File: src/include/opdec_pkg.sv
package opdec_pkg;
   localparam int WORD_W = 16;
   localparam int SEL_W = 4;

   // instruction classes
   typedef enum logic [4:0] {
      CL_ILLEGAL = 5'h00,
      CL_ALU_WIDE = 5'h01,
      CL_ALU_NARROW = 5'h02,
      CL_MEM_ARITH = 5'h03,
      CL_MOVE_IO = 5'h04,
      CL_MOVE_IDX = 5'h05,
      CL_MOVE_REG = 5'h06,
      CL_MOVE_REL = 5'h07,
      CL_MOVE_ABS = 5'h08,
      CL_MOVE_RR = 5'h09,
      CL_TEST_WORD = 5'h0a,
      CL_BIT_MASK = 5'h0b,
      CL_BRANCH = 5'h0c,
      CL_MOVE_IMM = 5'h0d,
      CL_HW_LOOP = 5'h0e,
      CL_JUMP = 5'h0f,
      CL_CALL = 5'h10,
      CL_RETURN = 5'h11,
      CL_INT_RETURN = 5'h12,
      CL_PROG_MOVE = 5'h13,
      CL_NOP = 5'h14,
      CL_DEBUG_HALT = 5'h15,
      CL_STOP = 5'h16,
      CL_WAIT = 5'h17,
      CL_SW_INT = 5'h18,
      CL_ILLEGAL_OP = 5'h19,
      CL_RESERVED = 5'h1a,
      CL_UNUSUAL = 5'h1b
   } op_class_t;

   typedef struct packed {
      logic valid;
      op_class_t op_class;
      logic [1:0] words;
      logic len_varies;
      logic [SEL_W-1:0] operation_selector;
      logic [3:0] condition_field;
      logic [7:0] immediate;
      logic [4:0] reg_sel;
      logic [1:0] addr_reg;
      logic illegal;
   } decode_out_t;

   localparam logic [1:0] LEN_ONE = 2'h1;
   localparam logic [1:0] LEN_TWO = 2'h2;
   localparam logic [1:0] LEN_THREE = 2'h3;
endpackage

File: src/verilog/dsp_opcode_class_decoder.sv
`timescale 1ns/1ps
// Notes on behaviour
// RL1: one 16-bit word identifies whole instruction
// RL2: report length one, two or three words
// RL3: asterisk bits align fields, emitted zero
// RL4: plus bits align fields, emitted one
// RL5: dash bits are ignored by decode
// RL6: four-bit operation selector from scattered bits
// RL7: short-direct memory arithmetic length varies
// RL8: nop, debug halt, stop/wait/swi/illegal
// RL9: low nibble 0010 under 1110 is reserved; code decodes it as CL_PROG_MOVE when bit 6 is 0
// RL10: jumps and call two words, returns one
// RL11: short branch: condition and 7-bit offset
// RL12: loop by immediate or register count
// RL13: test word fixed, address register variable
// RL14: bit-mask and immediate moves use extension
// RL15: indexed long and absolute loads two words
// RL16: short immediate move carries 8-bit value
// RL17: unusual encodings recognised separately
// RL18: unassigned holes flagged illegal
module dsp_opcode_class_decoder (
   // clock and reset
   input wire logic i_clk_sys,
   input wire logic i_rst,
   // opcode from fetch
   input wire logic i_valid,
   input wire logic [opdec_pkg::WORD_W-1:0] i_opcode,
   // decode to execute
   output opdec_pkg::decode_out_t o_dec
);
   opdec_pkg::decode_out_t d_nxt;
   logic [15:0] w;
   // registered decode, one register per concern
   logic valid_r;
   opdec_pkg::op_class_t class_r;
   logic illegal_r;
   logic [1:0] words_r;
   logic len_varies_r;
   logic [opdec_pkg::SEL_W-1:0] sel_r;
   logic [3:0] cond_r;
   logic [7:0] imm_r;
   logic [4:0] reg_sel_r;
   logic [1:0] addr_reg_r;

   assign w = i_opcode; // [RL1]

   always_comb begin
      d_nxt = '0;
      d_nxt.valid = i_valid;
      d_nxt.words = opdec_pkg::LEN_ONE;
      d_nxt.op_class = opdec_pkg::CL_ILLEGAL;
      d_nxt.reg_sel = {w[11:8], w[7]};
      d_nxt.addr_reg = w[1:0];
      d_nxt.condition_field = w[11:8];
      d_nxt.immediate = w[7:0];
      // selector bits are split across the word
      d_nxt.operation_selector = {w[12], w[10], w[9], w[8]}; // [RL6]
      casez (w)
         16'b00??????????????: begin
            if (w[11] && !w[10]) begin
               d_nxt.op_class = opdec_pkg::CL_MEM_ARITH;
            end else begin
               d_nxt.op_class = opdec_pkg::CL_ALU_WIDE;
            end
            if (w[11] && !w[10] && w[7:6] == 2'b00) begin
               d_nxt.len_varies = 1'b1; // [RL7]
               d_nxt.words = opdec_pkg::LEN_ONE;
            end else if (w[11] && w[10] && w[7:6] == 2'b10) begin
               d_nxt.words = opdec_pkg::LEN_TWO; // [RL2]
            end else if (w[11] && w[10] && w[7:6] == 2'b11) begin
               d_nxt.words = opdec_pkg::LEN_TWO;
            end
         end
         16'b011?????????????: begin
            d_nxt.op_class = opdec_pkg::CL_ALU_NARROW;
         end
         16'b10?1????0???????: begin
            d_nxt.op_class = opdec_pkg::CL_MOVE_IO;
         end
         // bit 7 set selects the indexed move over the I/O move; bit 6 is not decoded (asterisk/plus)
         16'b10?1????1???????: begin // [RL3] [RL4]
            d_nxt.op_class = opdec_pkg::CL_MOVE_IDX;
            d_nxt.immediate = {2'h0, w[5:0]};
         end
         16'b11?1?????0??????: begin
            d_nxt.op_class = opdec_pkg::CL_MOVE_REG;
         end
         16'b11?1?????1?0?1??: begin
            d_nxt.op_class = opdec_pkg::CL_MOVE_RR; // [RL15]
         end
         16'b11?1?????1?0?0??: begin
            d_nxt.op_class = opdec_pkg::CL_MOVE_REL;
            d_nxt.words = opdec_pkg::LEN_TWO; // [RL15]
         end
         16'b11?1?????1?1???1: begin // [RL5]
            d_nxt.op_class = opdec_pkg::CL_MOVE_ABS;
            d_nxt.words = opdec_pkg::LEN_TWO; // [RL15]
         end
         16'b1000?????00?????: begin
            d_nxt.op_class = opdec_pkg::CL_MOVE_REG;
         end
         16'b10001110?01100??: begin
            d_nxt.op_class = opdec_pkg::CL_TEST_WORD; // [RL13]
         end
         16'b1000???1110?????,
         16'b1000???0111?????,
         16'b1000???01???????,
         16'b1000???11???????: begin
            d_nxt.op_class = opdec_pkg::CL_BIT_MASK; // [RL14]
            d_nxt.operation_selector = {1'b0, w[11:9]};
            d_nxt.words = (w[8:4] == 5'b01111) ? opdec_pkg::LEN_THREE
                                               : opdec_pkg::LEN_TWO;
         end
         16'b1010????0???????: begin
            d_nxt.op_class = opdec_pkg::CL_BRANCH; // [RL11]
            d_nxt.immediate = {w[6], w[6:0]};
         end
         16'b1100????0???????: begin
            d_nxt.op_class = opdec_pkg::CL_MOVE_IMM; // [RL16]
         end
         16'b110011?01???????,
         16'b110011?011??????: begin
            d_nxt.op_class = opdec_pkg::CL_HW_LOOP; // [RL12]
            d_nxt.len_varies = 1'b1;
         end
         16'b1110????10???1??: begin
            d_nxt.op_class = opdec_pkg::CL_JUMP;
            d_nxt.words = opdec_pkg::LEN_TWO; // [RL10]
         end
         16'b1110100111?010??: begin
            d_nxt.op_class = opdec_pkg::CL_CALL;
            d_nxt.words = opdec_pkg::LEN_TWO; // [RL10]
         end
         16'b1110110111?110?0: begin
            d_nxt.op_class = opdec_pkg::CL_RETURN; // [RL10]
         end
         16'b1110110111?110?1: begin
            d_nxt.op_class = opdec_pkg::CL_INT_RETURN;
         end
         16'b111??????0??????: begin
            d_nxt.op_class = opdec_pkg::CL_PROG_MOVE;
         end
         16'b1110????????0000: begin
            d_nxt.op_class = opdec_pkg::CL_NOP; // [RL8]
         end
         16'b1110????????0001: begin
            d_nxt.op_class = opdec_pkg::CL_DEBUG_HALT;
         end
         16'b1110????????0010: begin
            d_nxt.op_class = opdec_pkg::CL_RESERVED; // [RL9]
         end
         16'b1110????????01??: begin
            case (w[1:0])
               2'b00: d_nxt.op_class = opdec_pkg::CL_STOP;
               2'b01: d_nxt.op_class = opdec_pkg::CL_WAIT;
               2'b10: d_nxt.op_class = opdec_pkg::CL_SW_INT;
               default: d_nxt.op_class = opdec_pkg::CL_ILLEGAL_OP;
            endcase
         end
         16'b0100????????????: begin
            d_nxt.op_class = opdec_pkg::CL_UNUSUAL; // [RL17]
            d_nxt.len_varies = 1'b1;
         end
         default: d_nxt.op_class = opdec_pkg::CL_ILLEGAL; // [RL18]
      endcase
      d_nxt.illegal = (d_nxt.op_class == opdec_pkg::CL_ILLEGAL)
                   || (d_nxt.op_class == opdec_pkg::CL_RESERVED); // [RL18]
   end

   // strobe follows fetch one cycle later
   always_ff @(posedge i_clk_sys) begin
      if (i_rst) begin
         valid_r <= 1'b0;
      end else begin
         valid_r <= d_nxt.valid;
      end
   end

   // class and illegal flag
   always_ff @(posedge i_clk_sys) begin
      if (i_rst) begin
         class_r <= opdec_pkg::CL_ILLEGAL;
         illegal_r <= 1'b0;
      end else begin
         class_r <= d_nxt.op_class;
         illegal_r <= d_nxt.illegal; // [RL18]
      end
   end

   // length tells fetch how many words the instruction takes, opcode word included
   always_ff @(posedge i_clk_sys) begin
      if (i_rst) begin
         words_r <= 2'h0;
         len_varies_r <= 1'b0;
      end else begin
         words_r <= d_nxt.words; // [RL2]
         len_varies_r <= d_nxt.len_varies;
      end
   end

   // operand fields
   always_ff @(posedge i_clk_sys) begin
      if (i_rst) begin
         sel_r <= '0;
         cond_r <= 4'h0;
         imm_r <= 8'h00;
         reg_sel_r <= 5'h00;
         addr_reg_r <= 2'h0;
      end else begin
         sel_r <= d_nxt.operation_selector;
         cond_r <= d_nxt.condition_field;
         imm_r <= d_nxt.immediate;
         reg_sel_r <= d_nxt.reg_sel;
         addr_reg_r <= d_nxt.addr_reg;
      end
   end

   always_comb begin
      o_dec = '0;
      o_dec.valid = valid_r;
      o_dec.op_class = class_r;
      o_dec.words = words_r;
      o_dec.len_varies = len_varies_r;
      o_dec.operation_selector = sel_r;
      o_dec.condition_field = cond_r;
      o_dec.immediate = imm_r;
      o_dec.reg_sel = reg_sel_r;
      o_dec.addr_reg = addr_reg_r;
      o_dec.illegal = illegal_r;
   end
endmodule

File: config.mk
export PLATFORM = sky130hd
export DESIGN_NAME = dsp_opcode_class_decoder
export DESIGN_NICKNAME = d
export VERILOG_FILES = /design/src/include/opdec_pkg.sv /design/src/verilog/dsp_opcode_class_decoder.sv
export SDC_FILE = /design/constraint.sdc
export NUM_CORES = 1
export LEC_CHECK = 0
export ABC_AREA = 1
export ABC_CLOCK_PERIOD_IN_PS = 1700
export BUFFER_PORTS_ARGS = -buffer_cell sky130_fd_sc_hd__buf_2
export CAP_MARGIN = 20
export CORE_ASPECT_RATIO = 0.8
export CORE_MARGIN = 2
export CORE_UTILIZATION = 52
export CTS_BUF_LIST = sky130_fd_sc_hd__clkbuf_8
export DETAILED_ROUTE_END_ITERATION = 10
export GPL_ROUTABILITY_DRIVEN = 1
export HOLD_SLACK_MARGIN = 0.12
export PLACE_DENSITY_LB_ADDON = 0.1
export SYNTH_ARGS = -nofsm -noshare
export SYNTH_HDL_FRONTEND = slang
export SYNTH_SLANG_ARGS = --single-unit
File: constraint.sdc
create_clock -name i_clk_sys -period 1.7 [get_ports i_clk_sys]
set_clock_uncertainty 0.15 [all_clocks]
set_input_delay 0.17 -clock i_clk_sys [delete_from_list [all_inputs] [get_ports i_clk_sys]]
set_output_delay 0.17 -clock i_clk_sys [all_outputs]
set_load 0.01 [all_outputs]
* Word-level counts from Yosys, hierarchy flattened *
Index checks and enable logic that the tools add are counted.

cells by class
  eq/ne operators = 32
  reduce and logical (&&, ||, !) cells = 20
  muxes and demuxes = 21

operators with widths
  cell                                                  count
  equality test 8 bit (second input constant)           6
  one-hot mux 5 bit (9 select lines)                    1
  equality test 6 bit (second input constant)           7
  one-hot mux 5 bit (8 select lines)                    1
  equality test 14 bit (second input constant)          2
  equality test 13 bit (second input constant)          2
  one-hot mux 5 bit (5 select lines)                    1
  OR reduction 10 bit                                   2
  OR reduction 9 bit                                    2
  equality test 4 bit (second input constant)           4
  one-hot mux 8 bit (2 select lines)                    1
  equality test 5 bit (second input constant)           3
  one-hot mux 4 bit (3 select lines)                    1
  2-to-1 mux 2 bit                                      4
  2-to-1 mux 4 bit                                      2
  2-to-1 mux 8 bit                                      1
  equality test 7 bit (second input constant)           1
  OR reduction 7 bit                                    1
  equality test 2 bit (second input constant)           3
  logical NOT 2 bit                                     3
  one-hot mux 2 bit (3 select lines)                    1
  OR reduction 2 bit                                    3
  equality test 5 x 4 -> 1 bit (second input constant)  1
  logical AND 1 bit                                     5
  11 further kinds                                      15

word-level totals
  flip-flop bits (word level) = 33
  word-level logic and storage cells = 83
  output and inout bits = 33
  input bits = 19

* Depth between registers and ports, before layout *
  depth after elaboration = 8
  depth in mapped cells = 14

* Worst setup path after synthesis *
No wires, ideal clock.

  path type = input to register
  start = in i_opcode[12] (netlist bit)
  end = reg illegal_r
  path slack = 0.231 ns
  data arrival time = 1.209 ns
  path buffers = 1
  library setup time = 0.110 ns
  stages = 14
  cell sequence = buf_2 -> inv_1 -> nand2_1 -> nor2_4 -> nand2_1 -> and2_4 -> nand2_1 -> nand2_1 -> nand3_1 -> nand2_1 -> nand2_1 -> nand2_1 -> inv_1 -> nor2_1

on the way
  word-level cells in the longest chain between the ends = 7
  elaborated cells between the ends (all ways) = 33
  those cells by class = 25 x eq/ne; 4 x mux; 4 x reduce/logical

ends and longest elaborated chain
  what                                                             RTL line                                                          source
  from (decl)                                                      dsp_opcode_class_decoder.sv:27                                    input wire logic [opdec_pkg::WORD_W-1:0] i_opcode,
  equality test 8 bit, or another cell as far along                dsp_opcode_class_decoder.sv:58                                    casez (w)
  one-hot mux 5 bit (5 select lines)                               dsp_opcode_class_decoder.sv:58
  2-to-1 mux 5 bit                                                 dsp_opcode_class_decoder.sv:58
  one-hot mux 5 bit (8 select lines)                               dsp_opcode_class_decoder.sv:58
  one-hot mux 5 bit (9 select lines) *                             dsp_opcode_class_decoder.sv:58
  equality test 5 bit / logical NOT 5 bit (equally long branches)  dsp_opcode_class_decoder.sv:167, dsp_opcode_class_decoder.sv:166
  logical OR 1 bit *                                               dsp_opcode_class_decoder.sv:167                                   || (d_nxt.op_class == opdec_pkg::CL_RESERVED);
  to (signal assigned)                                             dsp_opcode_class_decoder.sv:186                                   illegal_r <= d_nxt.illegal;
  to (decl)                                                        dsp_opcode_class_decoder.sv:36                                    logic illegal_r;

Mark *: on every way between the ends. The rest lies on a longest branch, timed or not.
A chain may end at the register's enable or synchronous reset.

* Worst setup path in the final report *
  start = in i_opcode[3] (netlist bit)
  end = reg imm_r[3]

on the way
  word-level cells in the longest chain between the ends = 3
  elaborated cells between the ends (all ways) = 4
  those cells by class = 1 x eq/ne; 2 x mux; 1 x reduce/logical

ends and longest elaborated chain
  what                                  RTL line                         source
  equality test 13 bit                  dsp_opcode_class_decoder.sv:58
  OR reduction 9 bit (no source line)   n/a
  one-hot mux 8 bit (2 select lines) *  dsp_opcode_class_decoder.sv:58
  to (signal assigned)                  dsp_opcode_class_decoder.sv:212  imm_r <= d_nxt.immediate;
  to (decl)                             dsp_opcode_class_decoder.sv:41   logic [7:0] imm_r;

Marked as above.

==> results.txt <==
The flow ran to the end, and the final reports show no timing, DRC or antenna violations. In the synthesized netlist the dominant register cell turns out to be dfxtp_1. The wire-length estimate of the detail-placed layout is 3.16 mm. After Yosys synthesis, full adders, half adders and majority gates account for 0% of the synthesized area.

In this run the worst hold path is classified as primary input to register. The share of final-layout standard cells stronger than drive strength 1 is 29.6%, and the synthesized-area fraction occupied by ao, oa, aoi and oai cells is 7.59%. Sorting the synthesized cells by how often they occur yields nor2_1, nand2_1, inv_1.

The number of antenna diodes in the final layout is 0. The slowest stage of the critical path belongs to the cell dlygate4sd3_1. The first-pass iteration count of the detailed router came out at 4. TritonCTS built the clock tree. For this run, the number of Yosys warnings is 0. The maximum resistive drop on vdd is 0.000448 V, and the top-area cell type share of the netlist area is 34.9%.

The internal power of the cells totals 974 µW. Summed over all nets, the switching power comes to 429 µW. The most common cell in the synthesized netlist is nor2_1. The number of global-route vias before repair is 1537, and the area of the die is 3430 µm². The number of placed instances with taps included was 322; the clock-pin slew reported for the worst setup and hold paths after clock tree synthesis was 0.10 ns. For the number of nets produced by synthesis, the log shows 261. For this run, the register share of the synthesized area comes to 34.9%. Buffers added to address setup during post-CTS repair amount to 0. The horizontal die dimension works out to 65.0 µm.

For the number of hold violations in the final report, the log shows 0. Combinational logic is responsible for 24.4% of the overall power. The final layout contains 327 nets. The main combinational cell family by area after synthesis is simple AND/OR/NAND/NOR gates. The unique cell type count in the Yosys netlist was 27; the max-slew violation total from the final report was 0.

The critical path's most frequent cell is dlygate4sd3_1. The detail route stage leaves a number of antenna-violating nets equal to 0. dfxtp_1 takes more of the synthesized area than any other cell. The final layout contains routed wiring with a total length of 4.22 mm. The tools report the starting DRC count in detailed routing as 132. For the count of max-cap constraint violations, the log shows 0. The count of final setup violators was 0; the routed wire length per instance was 12.2 µm. The number of antenna violations at the first check in global routing was 0. The average size of a mapped cell works out to 6.40 µm². The startpoint identified for the worst hold timing path is i_opcode[11]. Synthesis produced 242 cells. Hold is met by 0.206 ns. After routing the design area is 2060 µm².

Setup repair after global routing left no endpoint under its margin. The worst-case clock buffer depth is 2. Per report_power, the clock group accounts for 27.3% of the total. Global routing used 26.6% of the available tracks. Summing the areas of all and, or, nand and nor instances in the mapped netlist gives 43.8% of the synthesized area. In this run, synthesis produced a sequential element count of 27. The tools report the post-synthesis instance area as 1550 µm². Derived from the worst setup path, the maximum achievable clock frequency is 624 MHz.

The worst path uses 94.3% of the clock period. Compared with the post-synthesis result, the final layout area differs by 33.0%. STA puts the critical path data required time at 1.72 ns.

In this run the vertical extent of the chip is 52.8 µm. Family of cells with the greatest summed delay on the critical path: buffers and inverters. Counting every sink on the clock net gives 27. The core region area came out at 2810 µm². The initial utilization of the core area, before any placement, comes to 55.2%. The filler cells instantiated in the layout total 240.

In this run the worst path has a maximum fanout of 5. Total power per unit cell area: 681 nW/µm². After synthesis, the cell types taking the most area are dfxtp_1, nor2_1, nand2_1, nand3_1, inv_1.

Relative contribution of sequential cells to total power: 48.3%. Net switching is 30.6% of the power. STA classifies the critical path startpoint as a primary input.

The final non-filler cell total is 345, and the setup TNS after final layout is 0 ns. Ratio of routed vias to standard cells: 5.00. For this run, asynchronously set or reset flops after synthesis account for 0%. For the total power, the log shows 1400 µW. The tools report the clock root buffer master as clkbuf_8. Measured against its own limit, the worst slew margin works out to 73.6%. The pin count of the biggest net entering global routing was 17. Placer's final routability congestion estimate: 0.970. The leakage power is 0.00109 µW.

By startpoint and endpoint, the worst setup path is classified as primary input to register. Tracing the worst setup path back leads to its startpoint at i_opcode[3]. The XOR/XNOR share of the synthesized area was 0%. The initialized floorplan defines 17 standard-cell rows. Counting both buffers and inverters, the worst setup path holds a total of 4. The critical path goes through buf_2 -> inv_1 -> dlygate4sd3_1 -> nor2_1 -> dlygate4sd3_1. In this run, synthesis inferred 0 flip-flops with an integrated enable. The total overflow left after global routing is 0.

The residual DRC count was 0; the port buffer count was 51. Multiplexer cells account for 0% of the synthesized area. The worst setup path is captured at a register. Counting the buffers created by CTS gives 3. The first global-routing pass estimated 6.82 mm of wire. The routed layout has 1724 vias. The clock period minus worst slack is 1.60 ns, and the slew at the pin closest to its max-slew limit is 0.392 ns. For this design the top-level I/O count stands at 52. The logs give 1 for the number of levels the H-tree was split into and 1800 µm² for the placed standard-cell area. Data arrives at the worst endpoint at 1.63 ns. The delay of the slowest cell on the worst path was 0.58 ns.
==> layer usage <==
layer / wire length, µm / global-route usage (%) / up-vias
met4: 24 / 7.29 / 0
met5: 0 / 0 / -
met2: 1920 / 44.0 / 94
met3: 410 / 7.10 / 2
li1: - / - / 875
met1: 1870 / 34.6 / 753
==> cell families (layout without fill, tap and decap cells) <==
family                 count (synthesis)  count (layout)
and+or+nand+nor                      148             148
AOI/OAI and AO/OA                     21              21
DFF                                   27              27
buffers and inverters                 46             111
==> power groups by stage <==
stage               logic [µW]  clock network, µW  registers, µW
global placement           293                  0            691
detailed placement         293                  0            693
floorplan                  177                  0            712
CTS                        328                386            678
finish                     343                382            678
global route               380                417            682
==> worst paths after layout <==
check                         to  cells past startpoint
worst min-delay path  words_r[1]                      5
worst max-delay path    imm_r[3]                      5
==> layout make-up <==
class / count / area [µm²] / area share [%]
multi-input cells: 169 / 816 / 39.6
flip-flops and latches: 27 / 541 / 26.2
repair buffers: 75 / 488 / 23.7
inverters: 32 / 120 / 5.83
well taps: 38 / 47.5 / 2.31
clock buffers: 3 / 41.3 / 2.00
clock inverters: 1 / 7.51 / 0.364
==> per-stage QoR <==
stage | util, % | worst slack (ns)
floorplan | - | 0.231
finish | 73.4 | 0.0966
detailed placement | 64.0 | 0.0587
global placement | 64.0 | 0.0685
global route | 73.4 | 0.0243
CTS | 72.9 | 0.0276
==> layout by cell type (no fill, tap or decap), types with 2 or more instances in the layout <==
master and instances:
nor2_1 53, nand3_2 2, o21ai_0 8, nand3_1 22, buf_2 50, nor2_2 8, nand4_1 5, nand2_1 40
nor2_4 3, a21oi_1 9, clkbuf_8 3, buf_4 5, dfxtp_1 27, inv_1 26, nand2_2 8, dlygate4sd3_1 20
inv_2 6
==> what timing repair did <==
item	CTS	global route
endpoints found under the hold margin	21	1
endpoints found under the setup margin	0	7
resized for setup	0	10
hold buffers	20	1
==> sequential cells by signal, indices dropped and copies added, names as in the netlist <==
name / count
class_r: 5
cond_r: 4
illegal_r: 1
imm_r: 8
len_varies_r: 1
reg_sel_r: 1
sel_r: 4
valid_r: 1
words_r: 2
==> tightest hold or removal path: stages <==
cell     delay (ns)
buf_2          0.12
nand3_1        0.08
o21ai_0        0.10
inv_1          0.06
a21oi_1        0.05
Power figures use the tool's default switching activity.
